## src/cie_pkg.sv

```systemverilog
/*
 * constants for the contactless interrupt enable and request block:
 * register offsets, bit positions and reset values.
 * assumes an 8-bit register port with byte offsets as printed.
 */
package cie_pkg;
    localparam logic [7:0] CIE_ADDR_COMMON_EN  = 8'hd2;
    localparam logic [7:0] CIE_ADDR_MISC_EN    = 8'hd3;
    localparam logic [7:0] CIE_ADDR_COMMON_REQ = 8'hd4;
    localparam logic [7:0] CIE_ADDR_MISC_REQ   = 8'hd5;

    localparam int CIE_COMMON_W = 7;
    localparam int CIE_MISC_W   = 5;
    localparam int CIE_POL_BIT  = 7;

    // common register bit positions
    localparam int CIE_B_TX    = 6;
    localparam int CIE_B_RX    = 5;
    localparam int CIE_B_IDLE  = 4;
    localparam int CIE_B_HIGH  = 3;
    localparam int CIE_B_LOW   = 2;
    localparam int CIE_B_ERR   = 1;
    localparam int CIE_B_TIMER = 0;
    // misc register bit positions
    localparam int CIE_B_LINK  = 4;
    localparam int CIE_B_MODE  = 3;
    localparam int CIE_B_CSUM  = 2;
    localparam int CIE_B_FON   = 1;
    localparam int CIE_B_FOFF  = 0;

    localparam logic [7:0] CIE_RST_COMMON_EN  = 8'h00;
    localparam logic [7:0] CIE_RST_MISC_EN    = 8'h00;
    localparam logic [7:0] CIE_RST_COMMON_REQ = 8'h14;
    localparam logic [7:0] CIE_RST_MISC_REQ   = 8'h00;

    // flags routed to line one; the rest of the common set goes to line zero
    localparam logic [6:0] CIE_LINE_ONE_MASK = 7'h6c;
endpackage

```

## src/cie_flag_if.sv

```systemverilog
/*
 * carrier between the top and a sticky flag store.
 * assumes one clock domain; the top drives writes and hardware sets.
 */
`timescale 1ns/1ps
interface cie_flag_if #(
    parameter int W = 7
);
    logic         wr;
    logic [7:0]   wdata;
    logic [W-1:0] hw_set;
    logic [W-1:0] q;

    modport owner (output wr, output wdata, output hw_set, input q);
    modport store (input wr, input wdata, input hw_set, output q);
endinterface

```

## src/cie_flag_reg.sv

```systemverilog
/*
 * sticky request flags with polarity-bit writes.
 * assumes wr is a one-cycle pulse from the register port.
 */
`timescale 1ns/1ps
module cie_flag_reg
    import cie_pkg::*;
#(
    parameter int         W   = 7,
    parameter logic [7:0] RST = 8'h00
)(
    input  wire logic clk_sys,  // system clock
    input  wire logic rst,      // async reset, active high
    cie_flag_if.store f         // write and set port
);
    initial
    begin
        if (W < 1 || W > CIE_POL_BIT)
            $error("cie_flag_reg: width must be 1 to 7");
    end

    logic [W-1:0] q_r;
    logic [W-1:0] q_nxt;
    wire  [W-1:0] wr_sel = f.wr ? f.wdata[W-1:0] : '0;
    wire          pol    = f.wdata[CIE_POL_BIT];

    // hardware set is or-ed last so an event in a clearing cycle survives
    assign q_nxt = (pol ? (q_r | wr_sel) : (q_r & ~wr_sel)) | f.hw_set;
    assign f.q   = q_r;

    always_ff @(posedge clk_sys or posedge rst)
    begin
        if (rst)
            q_r <= RST[W-1:0];
        else
            q_r <= q_nxt;
    end
endmodule

```

## src/cie_irq_top.sv

```systemverilog
/*
 * contactless interrupt enable and request logic: two enable registers,
 * common and misc request flags, two interrupt lines.
 * assumes all event inputs are synchronous to clk_sys; event pulses
 * are one cycle long, status inputs are levels.
 */
// Our own choice: strobed register access.
`timescale 1ns/1ps
module cie_irq_top
    import cie_pkg::*;
#(
    parameter int TIMER_W = 16
)(
    input  wire logic               clk_sys,            // system clock
    input  wire logic               rst,                // async reset, active high
    input  wire logic [7:0]         reg_addr,           // register address
    input  wire logic [7:0]         reg_wdata,          // write data
    input  wire logic               reg_wr,             // write strobe
    input  wire logic               reg_rd,             // read strobe
    output logic      [7:0]         reg_rdata,          // read data, cycle after strobe
    input  wire logic               tx_last_bit_sent,   // pulse: last bit left transmitter
    input  wire logic               rx_stream_end,      // pulse: valid stream end seen
    input  wire logic               rx_only_with_bytes, // level: require fifo data
    input  wire logic               fifo_has_bytes,     // level: fifo not empty
    input  wire logic               cmd_ended_self,     // pulse: command went idle itself
    input  wire logic               cmd_unknown_start,  // pulse: unknown code started
    input  wire logic               cmd_cpu_idle,       // pulse: processor wrote idle
    output logic                    cmd_force_idle,     // pulse: put command back to idle
    input  wire logic               fifo_high_status,   // level: fifo high alert
    input  wire logic               fifo_low_status,    // level: fifo low alert
    input  wire logic [7:0]         error_bits,         // error register contents
    input  wire logic [TIMER_W-1:0] timer_current_count, // timer value
    input  wire logic               secure_link_input,  // secure link signal
    input  wire logic               mode_detected,      // pulse: mode detected
    input  wire logic               checksum_done,      // pulse: checksum finished
    input  wire logic               field_present,      // level: external field seen
    output logic                    irq_out_zero,       // interrupt line zero
    output logic                    irq_out_one         // interrupt line one
);
    // exact byte compare; the write decode and the read mux share it
    function automatic logic hit(
        input logic [7:0] a,
        input logic [7:0] ref_a
    );
        hit = (a == ref_a);
    endfunction

    // tx, rx and both fifo alerts are the only common flags on line one
    function automatic logic to_line_one(input int b);
        to_line_one = (b == CIE_B_TX) || (b == CIE_B_RX) ||
                      (b == CIE_B_HIGH) || (b == CIE_B_LOW);
    endfunction

    // the same routing as a mask, so the package constant can be checked
    function automatic logic [CIE_COMMON_W-1:0] line_one_mask();
        logic [CIE_COMMON_W-1:0] m;
        m = '0;
        for (int b = 0; b < CIE_COMMON_W; b++)
        begin
            m[b] = to_line_one(b);
        end
        line_one_mask = m;
    endfunction

    initial
    begin
        if (TIMER_W < 1 || TIMER_W > 32)
            $error("cie_irq_top: timer width must be 1 to 32");
        if (CIE_COMMON_W != 7)
            $error("cie_irq_top: common flag set must be 7 bits");
        if (CIE_MISC_W != 5)
            $error("cie_irq_top: misc flag set must be 5 bits");
        if (CIE_POL_BIT != 7)
            $error("cie_irq_top: polarity must sit on bit 7");
        if (CIE_LINE_ONE_MASK != line_one_mask())
            $error("cie_irq_top: line one mask disagrees with bit map");
        if (CIE_B_TX >= CIE_COMMON_W || CIE_B_RX >= CIE_COMMON_W)
            $error("cie_irq_top: common bit position out of range");
        if (CIE_B_IDLE >= CIE_COMMON_W || CIE_B_HIGH >= CIE_COMMON_W)
            $error("cie_irq_top: common bit position out of range");
        if (CIE_B_LOW >= CIE_COMMON_W || CIE_B_ERR >= CIE_COMMON_W)
            $error("cie_irq_top: common bit position out of range");
        if (CIE_B_TIMER >= CIE_COMMON_W)
            $error("cie_irq_top: common bit position out of range");
        if (CIE_B_LINK >= CIE_MISC_W || CIE_B_MODE >= CIE_MISC_W)
            $error("cie_irq_top: misc bit position out of range");
        if (CIE_B_CSUM >= CIE_MISC_W || CIE_B_FON >= CIE_MISC_W)
            $error("cie_irq_top: misc bit position out of range");
        if (CIE_B_FOFF >= CIE_MISC_W)
            $error("cie_irq_top: misc bit position out of range");
    end

    // decode: one select per register, the write strobe qualifies it
    wire sel_cen  = hit(reg_addr, CIE_ADDR_COMMON_EN);
    wire sel_men  = hit(reg_addr, CIE_ADDR_MISC_EN);
    wire sel_creq = hit(reg_addr, CIE_ADDR_COMMON_REQ);
    wire sel_mreq = hit(reg_addr, CIE_ADDR_MISC_REQ);
    wire wr_cen   = reg_wr && sel_cen;
    wire wr_men   = reg_wr && sel_men;
    wire wr_creq  = reg_wr && sel_creq;
    wire wr_mreq  = reg_wr && sel_mreq;

    // enable registers
    logic [CIE_COMMON_W-1:0] common_irq_enable_r;
    logic [CIE_MISC_W-1:0]   misc_irq_enable_r;

    always_ff @(posedge clk_sys or posedge rst)
    begin
        if (rst)
        begin
            common_irq_enable_r <= CIE_RST_COMMON_EN[CIE_COMMON_W-1:0];
        end
        else if (wr_cen)
        begin
            common_irq_enable_r <= reg_wdata[CIE_COMMON_W-1:0];
        end
    end

    always_ff @(posedge clk_sys or posedge rst)
    begin
        if (rst)
        begin
            misc_irq_enable_r <= CIE_RST_MISC_EN[CIE_MISC_W-1:0];
        end
        else if (wr_men)
        begin
            misc_irq_enable_r <= reg_wdata[CIE_MISC_W-1:0];
        end
    end

    // previous-cycle copies for edge detection
    logic               high_d_r;
    logic               low_d_r;
    logic               link_d_r;
    logic               field_d_r;
    logic               timer_nz_r;

    // memories start low, so a level already high after reset counts as an edge
    always_ff @(posedge clk_sys or posedge rst)
    begin
        if (rst)
        begin
            high_d_r <= 1'b0;
        end
        else
        begin
            high_d_r <= fifo_high_status;
        end
    end

    always_ff @(posedge clk_sys or posedge rst)
    begin
        if (rst)
        begin
            low_d_r <= 1'b0;
        end
        else
        begin
            low_d_r <= fifo_low_status;
        end
    end

    always_ff @(posedge clk_sys or posedge rst)
    begin
        if (rst)
        begin
            link_d_r <= 1'b0;
        end
        else
        begin
            link_d_r <= secure_link_input;
        end
    end

    always_ff @(posedge clk_sys or posedge rst)
    begin
        if (rst)
        begin
            field_d_r <= 1'b0;
        end
        else
        begin
            field_d_r <= field_present;
        end
    end

    // a count that sits at zero sets the flag only once, on arrival
    always_ff @(posedge clk_sys or posedge rst)
    begin
        if (rst)
        begin
            timer_nz_r <= 1'b0;
        end
        else
        begin
            timer_nz_r <= (timer_current_count != '0);
        end
    end

    // common events
    wire ev_tx    = tx_last_bit_sent;
    // receive-done is held back while bytes are demanded and none are there
    wire rx_allowed = !rx_only_with_bytes || fifo_has_bytes;
    wire ev_rx    = rx_stream_end && rx_allowed;
    // a processor idle write is not a self-ending command, so it sets nothing
    wire idle_self = cmd_ended_self && !cmd_cpu_idle;
    wire ev_idle  = idle_self || cmd_unknown_start;
    wire ev_high  = fifo_high_status && !high_d_r;
    wire ev_low   = fifo_low_status && !low_d_r;
    wire ev_err   = |error_bits;
    wire ev_timer = timer_nz_r && (timer_current_count == '0);

    // misc events
    wire ev_link  = secure_link_input ^ link_d_r;
    wire ev_fon   = field_present && !field_d_r;
    wire ev_foff  = !field_present && field_d_r;

    assign cmd_force_idle = cmd_unknown_start;

    cie_flag_if #(.W(CIE_COMMON_W)) creq_if ();
    cie_flag_if #(.W(CIE_MISC_W))   mreq_if ();

    // hardware sets placed by bit position, not by concatenation order
    logic [CIE_COMMON_W-1:0] c_set;
    logic [CIE_MISC_W-1:0]   m_set;

    always_comb
    begin
        c_set              = '0;
        c_set[CIE_B_TX]    = ev_tx;
        c_set[CIE_B_RX]    = ev_rx;
        c_set[CIE_B_IDLE]  = ev_idle;
        c_set[CIE_B_HIGH]  = ev_high;
        c_set[CIE_B_LOW]   = ev_low;
        c_set[CIE_B_ERR]   = ev_err;
        c_set[CIE_B_TIMER] = ev_timer;
    end

    always_comb
    begin
        m_set             = '0;
        m_set[CIE_B_LINK] = ev_link;
        m_set[CIE_B_MODE] = mode_detected;
        m_set[CIE_B_CSUM] = checksum_done;
        m_set[CIE_B_FON]  = ev_fon;
        m_set[CIE_B_FOFF] = ev_foff;
    end

    assign creq_if.wr     = wr_creq;
    assign creq_if.wdata  = reg_wdata;
    assign creq_if.hw_set = c_set;
    assign mreq_if.wr     = wr_mreq;
    assign mreq_if.wdata  = reg_wdata;
    assign mreq_if.hw_set = m_set;

    cie_flag_reg #(
        .W   (CIE_COMMON_W),
        .RST (CIE_RST_COMMON_REQ)
    ) u_common_req (
        .clk_sys (clk_sys),
        .rst     (rst),
        .f       (creq_if.store)
    );

    cie_flag_reg #(
        .W   (CIE_MISC_W),
        .RST (CIE_RST_MISC_REQ)
    ) u_misc_req (
        .clk_sys (clk_sys),
        .rst     (rst),
        .f       (mreq_if.store)
    );

    // routing: each flag is masked by its own enable, then or-ed per line
    logic [CIE_COMMON_W-1:0] c_act;
    logic [CIE_COMMON_W-1:0] c_one;
    logic [CIE_COMMON_W-1:0] c_zero;
    logic [CIE_MISC_W-1:0]   m_act;

    genvar gc;
    generate
        for (gc = 0; gc < CIE_COMMON_W; gc++)
        begin : g_common_route
            assign c_act[gc]  = creq_if.q[gc] & common_irq_enable_r[gc];
            assign c_one[gc]  = c_act[gc] & to_line_one(gc);
            assign c_zero[gc] = c_act[gc] & !to_line_one(gc);
        end
    endgenerate

    genvar gm;
    generate
        for (gm = 0; gm < CIE_MISC_W; gm++)
        begin : g_misc_route
            // every misc flag goes to line zero
            assign m_act[gm] = mreq_if.q[gm] & misc_irq_enable_r[gm];
        end
    endgenerate

    wire line_one_nxt  = |c_one;
    wire line_zero_nxt = (|c_zero) || (|m_act);

    // read mux; polarity and reserved bits read zero
    logic [7:0] rd_nxt;

    always_comb
    begin
        rd_nxt = 8'h00;
        if (sel_cen)
        begin
            rd_nxt = {1'b0, common_irq_enable_r};
        end
        else if (sel_men)
        begin
            rd_nxt = {3'b000, misc_irq_enable_r};
        end
        else if (sel_creq)
        begin
            rd_nxt = {1'b0, creq_if.q};
        end
        else if (sel_mreq)
        begin
            rd_nxt = {3'b000, mreq_if.q};
        end
    end

    // read data stand for one cycle and are zero otherwise
    wire [7:0] rd_word = reg_rd ? rd_nxt : 8'h00;

    always_ff @(posedge clk_sys or posedge rst)
    begin
        if (rst)
            reg_rdata <= 8'h00;
        else
            reg_rdata <= rd_word;
    end

    // registered lines cost a cycle but keep glitches off the pins
    always_ff @(posedge clk_sys or posedge rst)
    begin
        if (rst)
            irq_out_zero <= 1'b0;
        else
            irq_out_zero <= line_zero_nxt;
    end

    always_ff @(posedge clk_sys or posedge rst)
    begin
        if (rst)
            irq_out_one <= 1'b0;
        else
            irq_out_one <= line_one_nxt;
    end
endmodule

```

## config.mk

```make
export PLATFORM = sky130hd
export DESIGN_NAME = cie_irq_top
export DESIGN_NICKNAME = d
export VERILOG_FILES = /design/src/cie_pkg.sv /design/src/cie_flag_if.sv /design/src/cie_flag_reg.sv /design/src/cie_irq_top.sv
export SDC_FILE = /design/constraint.sdc
export NUM_CORES = 1
export LEC_CHECK = 0
export ABC_AREA = 0
export BUFFER_PORTS_ARGS = -buffer_cell sky130_fd_sc_hd__buf_2
export CELL_PAD_IN_SITES_DETAIL_PLACEMENT = 1
export CELL_PAD_IN_SITES_GLOBAL_PLACEMENT = 2
export CORE_MARGIN = 2
export CORE_UTILIZATION = 33
export CTS_BUF_LIST = sky130_fd_sc_hd__clkbuf_16
export DETAILED_ROUTE_END_ITERATION = 6
export HOLD_SLACK_MARGIN = 0.08
export PLACE_DENSITY_LB_ADDON = 0.1
export SYNTH_ARGS = -nofsm -noshare
export SYNTH_HDL_FRONTEND = slang
export SYNTH_HIERARCHICAL = 1
export SYNTH_SLANG_ARGS = --single-unit
```

## constraint.sdc

```tcl
create_clock -name clk_sys -period 1.8 [get_ports clk_sys]
set_clock_uncertainty 0.2 [all_clocks]
set_input_delay 0.54 -clock clk_sys [delete_from_list [all_inputs] [get_ports clk_sys]]
set_output_delay 0.54 -clock clk_sys [all_outputs]
set_load 0.02 [all_outputs]
```

=== Word level (Yosys, flattened, before mapping) ===
Cells that the tools add are included.

* $add $sub $neg: 0
* $mul: 0
* Div/mod/pow operators: 0
* Order comparisons: 0
* Eq/ne operators: 4
* Shift-type cells: 0
* Mux-type cells: 9
* Bitwise logic cells: 21
* Reduce and logical (&&, ||, !) cells: 26

{| class="wikitable"
|+ Operators by type and width
! kind !! number
|-
| == test 8 bit (second input constant) || 4
|-
| 2-to-1 mux 8 bit || 4
|-
| logical NOT 16 bit || 1
|-
| nonzero test 16 bit || 1
|-
| 2-to-1 mux 5 bit || 3
|-
| 2-to-1 mux 7 bit || 2
|-
| OR 7 bit || 2
|-
| bitwise AND 1 bit || 12
|-
| logical AND 1 bit || 11
|-
| OR 5 bit || 2
|-
| OR reduction 8 bit || 1
|-
| bitwise AND 7 bit || 1
|-
| inverter 7 bit || 1
|-
| logical NOT 1 bit || 6
|-
| bitwise AND 5 bit || 1
|-
| inverter 5 bit || 1
|-
| OR reduction 5 bit || 1
|-
| OR reduction 4 bit || 1
|-
| logical OR 1 bit || 3
|-
| OR reduction 3 bit || 1
|-
| bitwise XOR 1 bit || 1
|}

* Register bits after elaboration: 39
* Bits in latches: 0
* Bits in writable memories: 0
* Memory bits (read-only): 0
* Bits of input ports: 57
* Output and inout bits: 11
* Word-level logic and storage cells: 72
* Memories: 0

=== Depth between registers and ports, before layout ===
Gate-level depths: netlist of run 1.

* Word-level depth: 7
* Mapped depth: 6
* Depth with buffers taken out: 4

=== Cells and area by module ===
The synthesis of run 1 kept the hierarchy.

{| class="wikitable"
|+ By module, submodules not included
! module !! instances !! cells each !! area each (um^2) !! sequential area each (um^2)
|-
| cie_irq_top || 1 || 124 || 1406.3 || 650.6
|-
| cie_flag_reg (u_common_req) || 1 || 23 || 326.6 || 177.7
|-
| cie_flag_reg (u_misc_req) || 1 || 17 || 224.0 || 125.1
|}

=== Worst setup path before layout of run 1 ===
OpenSTA, ideal clock, no wires.

* Kind: in2reg
* Start point: input port reg_addr[5]
* End point: register u_common_req.q_r[3] (netlist: u_common_req/f.q[3])
* Setup time: 0.126 ns
* Arrival: 1.607 ns
* Data required time: 1.474 ns
* Setup slack: -0.133 ns
* Stages: 6
* Path buffers: 2
* Cells stage by stage: and4b_1 > buf_2 > and4_1 > buf_6 > a21boi_2 > a311o_1

* Cells in the longest elaborated chain, start to end: 7
* Elaborated cells between the ends (all ways): 8
* Those cells by class: 1 x eq/ne; 2 x mux; 4 x bitwise; 1 x reduce/logical

{| class="wikitable"
|+ Ends and longest elaborated chain
! item !! line !! source
|-
| start: declaration || cie_irq_top.sv:16 || <nowiki>input wire logic [7:0] reg_addr,</nowiki>
|-
| == test 8 bit * || cie_irq_top.sv:45 || <nowiki>hit = (a == ref_a);</nowiki>
|-
| logical AND 1 bit * || cie_irq_top.sv:100 || <nowiki>wire wr_creq = reg_wr && sel_creq;</nowiki>
|-
| net creq_if.wr || cie_flag_if.sv:9 || <nowiki>logic wr;</nowiki>
|-
| 2-to-1 mux 7 bit * || cie_flag_reg.sv:24 || <nowiki>wire [W-1:0] wr_sel = f.wr ? f.wdata[W-1:0] : '0;</nowiki>
|-
| inverter 7 bit || cie_flag_reg.sv:28 || <nowiki>assign q_nxt = (pol ? (q_r | wr_sel) : (q_r & ~wr_sel)) | f.hw_set;</nowiki>
|-
| bitwise AND 7 bit || cie_flag_reg.sv:28 ||
|-
| 2-to-1 mux 7 bit * || cie_flag_reg.sv:28 ||
|-
| OR 7 bit * || cie_flag_reg.sv:28 ||
|-
| net u_common_req.q_nxt[3] || cie_flag_reg.sv:23 || <nowiki>logic [W-1:0] q_nxt;</nowiki>
|-
| end signal: assignment || cie_flag_reg.sv:34 || <nowiki>q_r <= RST[W-1:0];</nowiki>
|-
| end signal: assignment || cie_flag_reg.sv:36 || <nowiki>q_r <= q_nxt;</nowiki>
|-
| end: declaration || cie_flag_reg.sv:22 || <nowiki>logic [W-1:0] q_r;</nowiki>
|}

The timed path passes the listed nets; every way through them passes the cells marked *.
A chain may end at the register's enable or synchronous reset.

=== Worst setup path after layout of run 1 ===
* Start point: input port reg_addr[2]
* End point: register misc_irq_enable_r[4]

* Cells in the longest elaborated chain, start to end: 2

{| class="wikitable"
|+ Ends and longest elaborated chain
! item !! line !! source
|-
| == test 8 bit || cie_irq_top.sv:45 ||
|-
| logical AND 1 bit || cie_irq_top.sv:99 || <nowiki>wire wr_men = reg_wr && sel_men;</nowiki>
|-
| end signal: assignment || cie_irq_top.sv:123 || <nowiki>misc_irq_enable_r <= CIE_RST_MISC_EN[CIE_MISC_W-1:0];</nowiki>
|-
| end signal: assignment || cie_irq_top.sv:127 || <nowiki>misc_irq_enable_r <= reg_wdata[CIE_MISC_W-1:0];</nowiki>
|-
| end: declaration || cie_irq_top.sv:105 || <nowiki>logic [CIE_MISC_W-1:0] misc_irq_enable_r;</nowiki>
|}

Every way passes these cells.

==> results of run 1 <==
==> layout by cell type, fill, tap and decap left out, types with 2 or more instances in the layout <==
master | synthesis | layout
a21oi_1 | 10 | 10
buf_2 | 2 | 66
nor2_1 | 4 | 4
a21boi_0 | 9 | 5
a21boi_1 | 1 | 5
inv_1 | 6 | 7
nor4_1 | 6 | 6
a21boi_2 | 3 | 3
nor2b_1 | 6 | 4
a311o_1 | 12 | 12
nor2b_2 | 0 | 2
o221a_2 | 5 | 5
nand2_1 | 3 | 2
nand2b_1 | 2 | 2
clkbuf_16 | 0 | 5
buf_4 | 3 | 16
nand3b_1 | 15 | 15
dfrtp_1 | 36 | 36
a22oi_1 | 8 | 8
mux2_4 | 5 | 5
nand4_1 | 2 | 2
mux2_2 | 7 | 7
dfstp_2 | 2 | 2
==> cell type report <==
| cell class | instances | area [um2] | area share, % |
|---|---|---|---|
| clock inverters | 2 | 7.51 | 0.290 |
| clock buffers | 5 | 125 | 4.84 |
| repair buffers | 83 | 460 | 17.8 |
| flip-flops and latches | 38 | 953 | 36.9 |
| inverters | 6 | 22.5 | 0.871 |
| multi-input cells | 111 | 922 | 35.7 |
| well taps | 75 | 93.8 | 3.63 |
==> path summary, 6_finish.rpt <==
path / from / to / depth (start not counted)
hold reg to reg: u_common_req/f.q[6] / irq_out_one / 2
setup / recovery: reg_addr[2] / misc_irq_enable_r[4] / 6
max in group asynchronous: rst / reg_rdata[5] / 4
hold / removal: fifo_high_status / high_d_r / 1
setup reg to reg: u_common_req/f.q[2] / reg_rdata[2] / 3
min in group asynchronous: rst / link_d_r / 3
==> synth_stat cells <==
master	n	area, um2
nor2_1	4	15.0
nand3b_1	15	113
nor4_1	6	37.5
buf_6	3	33.8
mux2_4	5	75.1
and4b_1	1	10.0
buf_2	2	10.0
a21o_1	1	7.51
nor4b_4	1	23.8
and4_1	3	26.3
dfrtp_1	36	901
a22oi_1	8	60.1
and2_1	1	6.26
buf_4	3	22.5
a21boi_1	1	7.51
nor2b_1	6	37.5
xor2_1	1	8.76
nand3_1	1	5.00
mux2_2	7	78.8
a21oi_1	10	50.1
conb_1	1	3.75
a311o_1	12	120
clkbuf_1	1	3.75
o221a_2	5	56.3
nand2_1	3	11.3
a21boi_0	9	67.6
nand3_4	1	17.5
nand4_1	2	12.5
a21boi_2	3	33.8
inv_1	6	22.5
dfstp_2	2	52.6
and2b_1	1	7.51
or2_2	1	6.26
nand2b_1	2	12.5
==> repair_timing <==
item / 4_1_cts / 5_1_grt
pin swaps: 0 / 0
endpoints found under the hold margin: 12 / 0
resized for setup: 1 / 3
setup endpoints to repair: 4 / 8
hold buffers: 1 / 0
==> logic make-up (layout without fill, tap and decap cells) <==
kind of cell / after synthesis / in the layout / synth area share [%]
multiplexers: 12 / 12 / 7.86
flip-flops: 38 / 38 / 48.7
buffers and inverters: 15 / 96 / 4.73
other: 1 / 1 / 0.192
AO/OA/AOI/OAI: 49 / 49 / 20.6
AND/OR/NAND/NOR: 48 / 48 / 17.5
XOR/XNOR: 1 / 1 / 0.448
==> state kept, by name, summed over array words and instances (netlist names) <==
signal,flops
reg_rdata,7
u_common_req/f.q,7
misc_irq_enable_r,5
field_d_r,1
timer_nz_r,1
link_d_r,1
irq_out_one,1
low_d_r,1
u_misc_req/f.q,5
irq_out_zero,1
high_d_r,1
common_irq_enable_r,7
==> where the power goes <==
part	total, mW	switching, mW	internal (mW)
Sequential	0.900	0.0162	0.883
Combinational	0.242	0.127	0.115
Clock	0.809	0.314	0.495
==> worst max-delay path, cell delays in order <==
cell	delay (ns)
buf_2	0.12
buf_4	0.15
nor2b_2	0.15
and4_1	0.24
buf_4	0.18
mux2_4	0.31
==> per-layer routing <==
layer  vias to the layer above  part of all wire (%)  global-route usage (%)
met5                         -                     0                       0
li1                        784                     -                       -
met4                         0                   1.8                    6.61
met2                        61                    50                    29.9
met1                       830                    43                    21.7
met3                         9                   5.2                    3.33
==> metrics.md, run 1 <==
| Metric | Value |
|---|---|
| Detailed placer's ending HPWL | 4280 um |
| Initial antenna violation count | 0 |
| Dpl cells | 312 |
| Shortest period the worst path allows | 1.73 ns |
| Max-Cap Viols | 0 |
| Share of cells above drive strength 1 | 47.8% |
| Iteration-0 DRC Markers | 67 |
| Ant diodes | 0 |
| Syn Std Cell Area | 0.00196 mm2 |
| RSZ-0062 raised after global routing | false |
| Util after Layout | 44.4% |
| Syn Nets | 221 |
| PwrDens | 755 mW/mm2 |
| Post-CTS Setup Repair Bufs | 0 |
| Nets@finish | 302 |
| CP endpoint kind | flip-flop |
| Num rows | 28 |
| Total Routing Usage GR | 17.4% |
| Die W | 81.0 um |
| Final std cell area, no fill | 0.00258 mm2 |
| Max-slew violation count | 0 |
| H-tree Lvls | 2 |
| Die height | 81.0 um |
| TritonCTS buffer count | 5 |
| Peak supply drop | 363 uV |
| CTS max path bufs | 2 |
| WL per Instance | 16.6 um |
| ANT nets after route | 0 |
| Maximum clock rate | 0.576 GHz |
| Worst Path Arrival | 1.69 ns |
| Fillcell total | 679 |
| Placed inst area | 0.00243 mm2 |
| Initial Util | 33.6% |
| Final setup violation count | 0 |
| Crit Path Category | in2reg |
| Core Region | 0.00582 mm2 |
| CTS clk-pin slew, worst paths | 0.05 ns |
| I/O pin total | 68 |
| Grt total ovfl | 0 |
| Synth cell types | 34 |
| Synthesized instance count | 164 |
| Setup TNS | 0 ns |
| Finished Layout Cells | 320 |
| Area delta synth->final | 32.1% |
| Hold Vio Cnt, Final | 0 |
| Final worst slack | 0.0652 ns |
| Root Buffer | clkbuf_16 |
| Minimum hold slack | 0.180 ns |
| Req. time, crit path | 1.76 ns |
| FF-to-FF setup slack | 0.55 ns |
| Die ar. | 0.00656 mm2 |
| First-pass GRT wire length | 8510 um |
| Largest net degree at the start of global routing | 25 |
| IO buf count | 66 |
| LEAKAGE | 1.21 nW |
| Final wirelength | 5300 um |
| GPL Wtd Cong | 0.866 |
| Worst-path fanout max | 5 |
| Synthesized flop and latch total | 38 |
| Dpl ws | -0.279 ns |
| TritonCTS Sinks | 38 |
| Register area share after synthesis | 48.7% |
| CTS tree | built |
| Crit start category | input port |
| Number of global-route vias before repair | 1788 |
| DRC Markers | 0 |
| Total power draw | 1.95 mW |
| Status | finished clean |
| Synth Warn # | 6 |
| Total number of vias | 1684 |
| TritonRoute pass-1 iters | 4 |
| Worst skew pair latency | 0.28 ns |
| Mean post-synth cell area | 11.9 um2 |
| Hold Path Class | in2reg |
| Period utilisation layout | 96.4% |
| Routed vias/inst | 5.26 |
No activity file was read; power rests on OpenSTA's default activity.
==> run 2, diff against run 1 <==
--- a/config.mk
+++ b/config.mk
@@ -9,6 +9,7 @@
 export BUFFER_PORTS_ARGS = -buffer_cell sky130_fd_sc_hd__buf_2
 export CELL_PAD_IN_SITES_DETAIL_PLACEMENT = 1
 export CELL_PAD_IN_SITES_GLOBAL_PLACEMENT = 2
+export CORE_ASPECT_RATIO = 0.6
 export CORE_MARGIN = 2
 export CORE_UTILIZATION = 33
 export CTS_BUF_LIST = sky130_fd_sc_hd__clkbuf_16
==> metrics.md, run 2 (synthesis gave the netlist of run 1 again) <==
| Metric | Value |
|---|---|
| Status | finished clean |
| LEAKAGE | 1.22 nW (+0.85%) |
| TritonCTS buffer count | 5 (unchanged) |
| FF+latch area | 953 um2 (unchanged) |
| Period utilisation layout | 97.4% (+1.0 points) |
| CP endpoint kind | flip-flop |
| H-tree Lvls | 2 (unchanged) |
| ANT nets after route | 0 (unchanged) |
| Total number of vias | 1685 (+0.059%) |
| Maximum clock rate | 0.571 GHz (-1.0%) |
| Max-slew violation count | 0 (unchanged) |
| Root Buffer | clkbuf_16 |
| Ant diodes | 0 (unchanged) |
| First-pass GRT wire length | 8870 um (+4.2%) |
| Max-Cap Viols | 0 (unchanged) |
| Number of global-route vias before repair | 1763 (-1.4%) |
| Setup crit end | misc_irq_enable_r[4] |
| CTS max path bufs | 2 (unchanged) |
| Peak supply drop | 328 uV (-9.7%) |
| Total Routing Usage GR | 18.2% (+0.79 points) |
| Area taken by multi-input logic gates | 921 um2 (-0.14%) |
| Core Region | 0.00565 mm2 (-2.9%) |
| Shortest period the worst path allows | 1.75 ns (+0.0180 ns) |
| TritonRoute pass-1 iters | 4 (unchanged) |
| Hold Vio Cnt, Final | 0 (unchanged) |
| CTS tree | built |
| Share of cells above drive strength 1 | 48.8% (+1.0 points) |
| Crit Reg-Reg Endpoint | reg_rdata[2] |
| IO buf count | 66 (unchanged) |
| Area delta synth->final | 34.9% |
| Fillcell total | 628 (-7.5%) |
| Hold wc startpoint | fifo_high_status |
| Grt total ovfl | 0 (unchanged) |
| Detailed placer's ending HPWL | 4380 um (+2.4%) |
| Final setup violation count | 0 (unchanged) |
| Die ar. | 0.00658 mm2 (+0.31%) |
| Most frequent cells in the layout | 66 x buf_2, 36 x dfrtp_1, 15 x nand3b_1, 15 x buf_4, 12 x a311o_1 |
| Worst setup startpoint | reg_addr[1] |
| Post-CTS Setup Repair Bufs | 0 (unchanged) |
| Nets@finish | 302 (unchanged) |
| Iteration-0 DRC Markers | 70 (+4.5%) |
| Final worst slack | 0.0472 ns (-0.0180 ns) |
| Placed inst area | 0.00245 mm2 (+0.77%) |
| GPL Wtd Cong | 0.789 (-8.9%) |
| Hold Path Class | in2reg |
| Num rows | 21 (-25%) |
| R2R depth | 3 (unchanged) |
| Most common cell after layout, fill and taps aside | buf_2 |
| Total power draw | 2.14 mW (+9.9%) |
| WL per Instance | 17.3 um (+4.2%) |
| Initial Util | 34.6% (+0.99 points) |
| TritonCTS Sinks | 38 (unchanged) |
| Largest net degree at the start of global routing | 17 (-32%) |
| Worst r2r src | u_common_req/f.q[2] |
| Worst Path Arrival | 1.71 ns (+0.02 ns) |
| Final wirelength | 5630 um (+6.1%) |
| Minimum hold slack | 0.176 ns (-0.00389 ns) |
| RSZ-0062 raised after global routing | false |
| Req. time, crit path | 1.76 ns (about the same) |
| I/O pin total | 68 (unchanged) |
| Util after Layout | 46.7% (+2.3 points) |
| Crit Path Category | in2reg |
| PwrDens | 812 mW/mm2 (+7.6%) |
| FF-to-FF setup slack | 0.52 ns (-0.03 ns) |
| Worst-path fanout max | 8 (+3) |
| Worst skew pair latency | 0.28 ns (about the same) |
| CTS clk-pin slew, worst paths | 0.06 ns (about the same) |
| Routed vias/inst | 5.17 (-1.8%) |
| Final std cell area, no fill | 0.00264 mm2 (+2.1%) |
| Die W | 103 um (+28%) |
| Die height | 63.7 um (-21%) |
| Initial antenna violation count | 0 (unchanged) |
| DRC Markers | 0 (unchanged) |
| Dpl ws | -0.266 ns (+0.0128 ns) |
| Crit start category | input port |
==> run 2: final cells by class <==
type	count	area share, %
clock inverter	3	1.71
inverter	6	0.853
multi-input combinational	111	34.9
tap	80	3.79
clock buffer	5	4.74
timing repair buffer	83	17.9
sequential	38	36.1
==> run 2: how the worst min path moves through the flow <==
stage                                    to  slack, ns  depth (start not counted)
final                              high_d_r       0.18                          1
after global routing               high_d_r       0.16                          1
after CTS                          high_d_r       0.17                          1
after detailed placement  u_misc_req/f.q[1]       0.27                          2
after global placement    u_misc_req/f.q[3]       0.27                          2
after floorplan           u_misc_req/f.q[0]       0.12                          1
==> run 2: metrics by stage <==
step | setup TNS [ns] | instances
after floorplan | -0.293 | 164
after global placement | -4.98 | 317
after detailed placement | -5.70 | 317
after CTS | 0 | 326
after global routing | 0 | 326
final | 0 | 326
==> run 2: critical path, stage by stage <==
cell and delay, ns:
buf_2 0.17, buf_4 0.13, nor2b_2 0.16, and4_1 0.24
buf_4 0.18, mux2_4 0.30
==> run 2: power breakdown <==
group,switching [mW],total [mW],internal [mW]
logic,0.129,0.247,0.118
clock network,0.341,0.994,0.653
registers,0.0190,0.902,0.883
==> run 2: repair_timing <==
action	CTS	global route
gates resized for setup	0	4
endpoints found under the setup margin	0	13
hold buffers	1	0
endpoints found under the hold margin	10	0
==> run 2: layer usage <==
layer  vias up  wire length (um)  global-route usage (%)
met4         0                30                    4.44
met1       826              2690                    26.0
met3         2               417                    4.22
li1        789                 -                       -
met5         -                 0                       0
met2        68              2490                    27.9
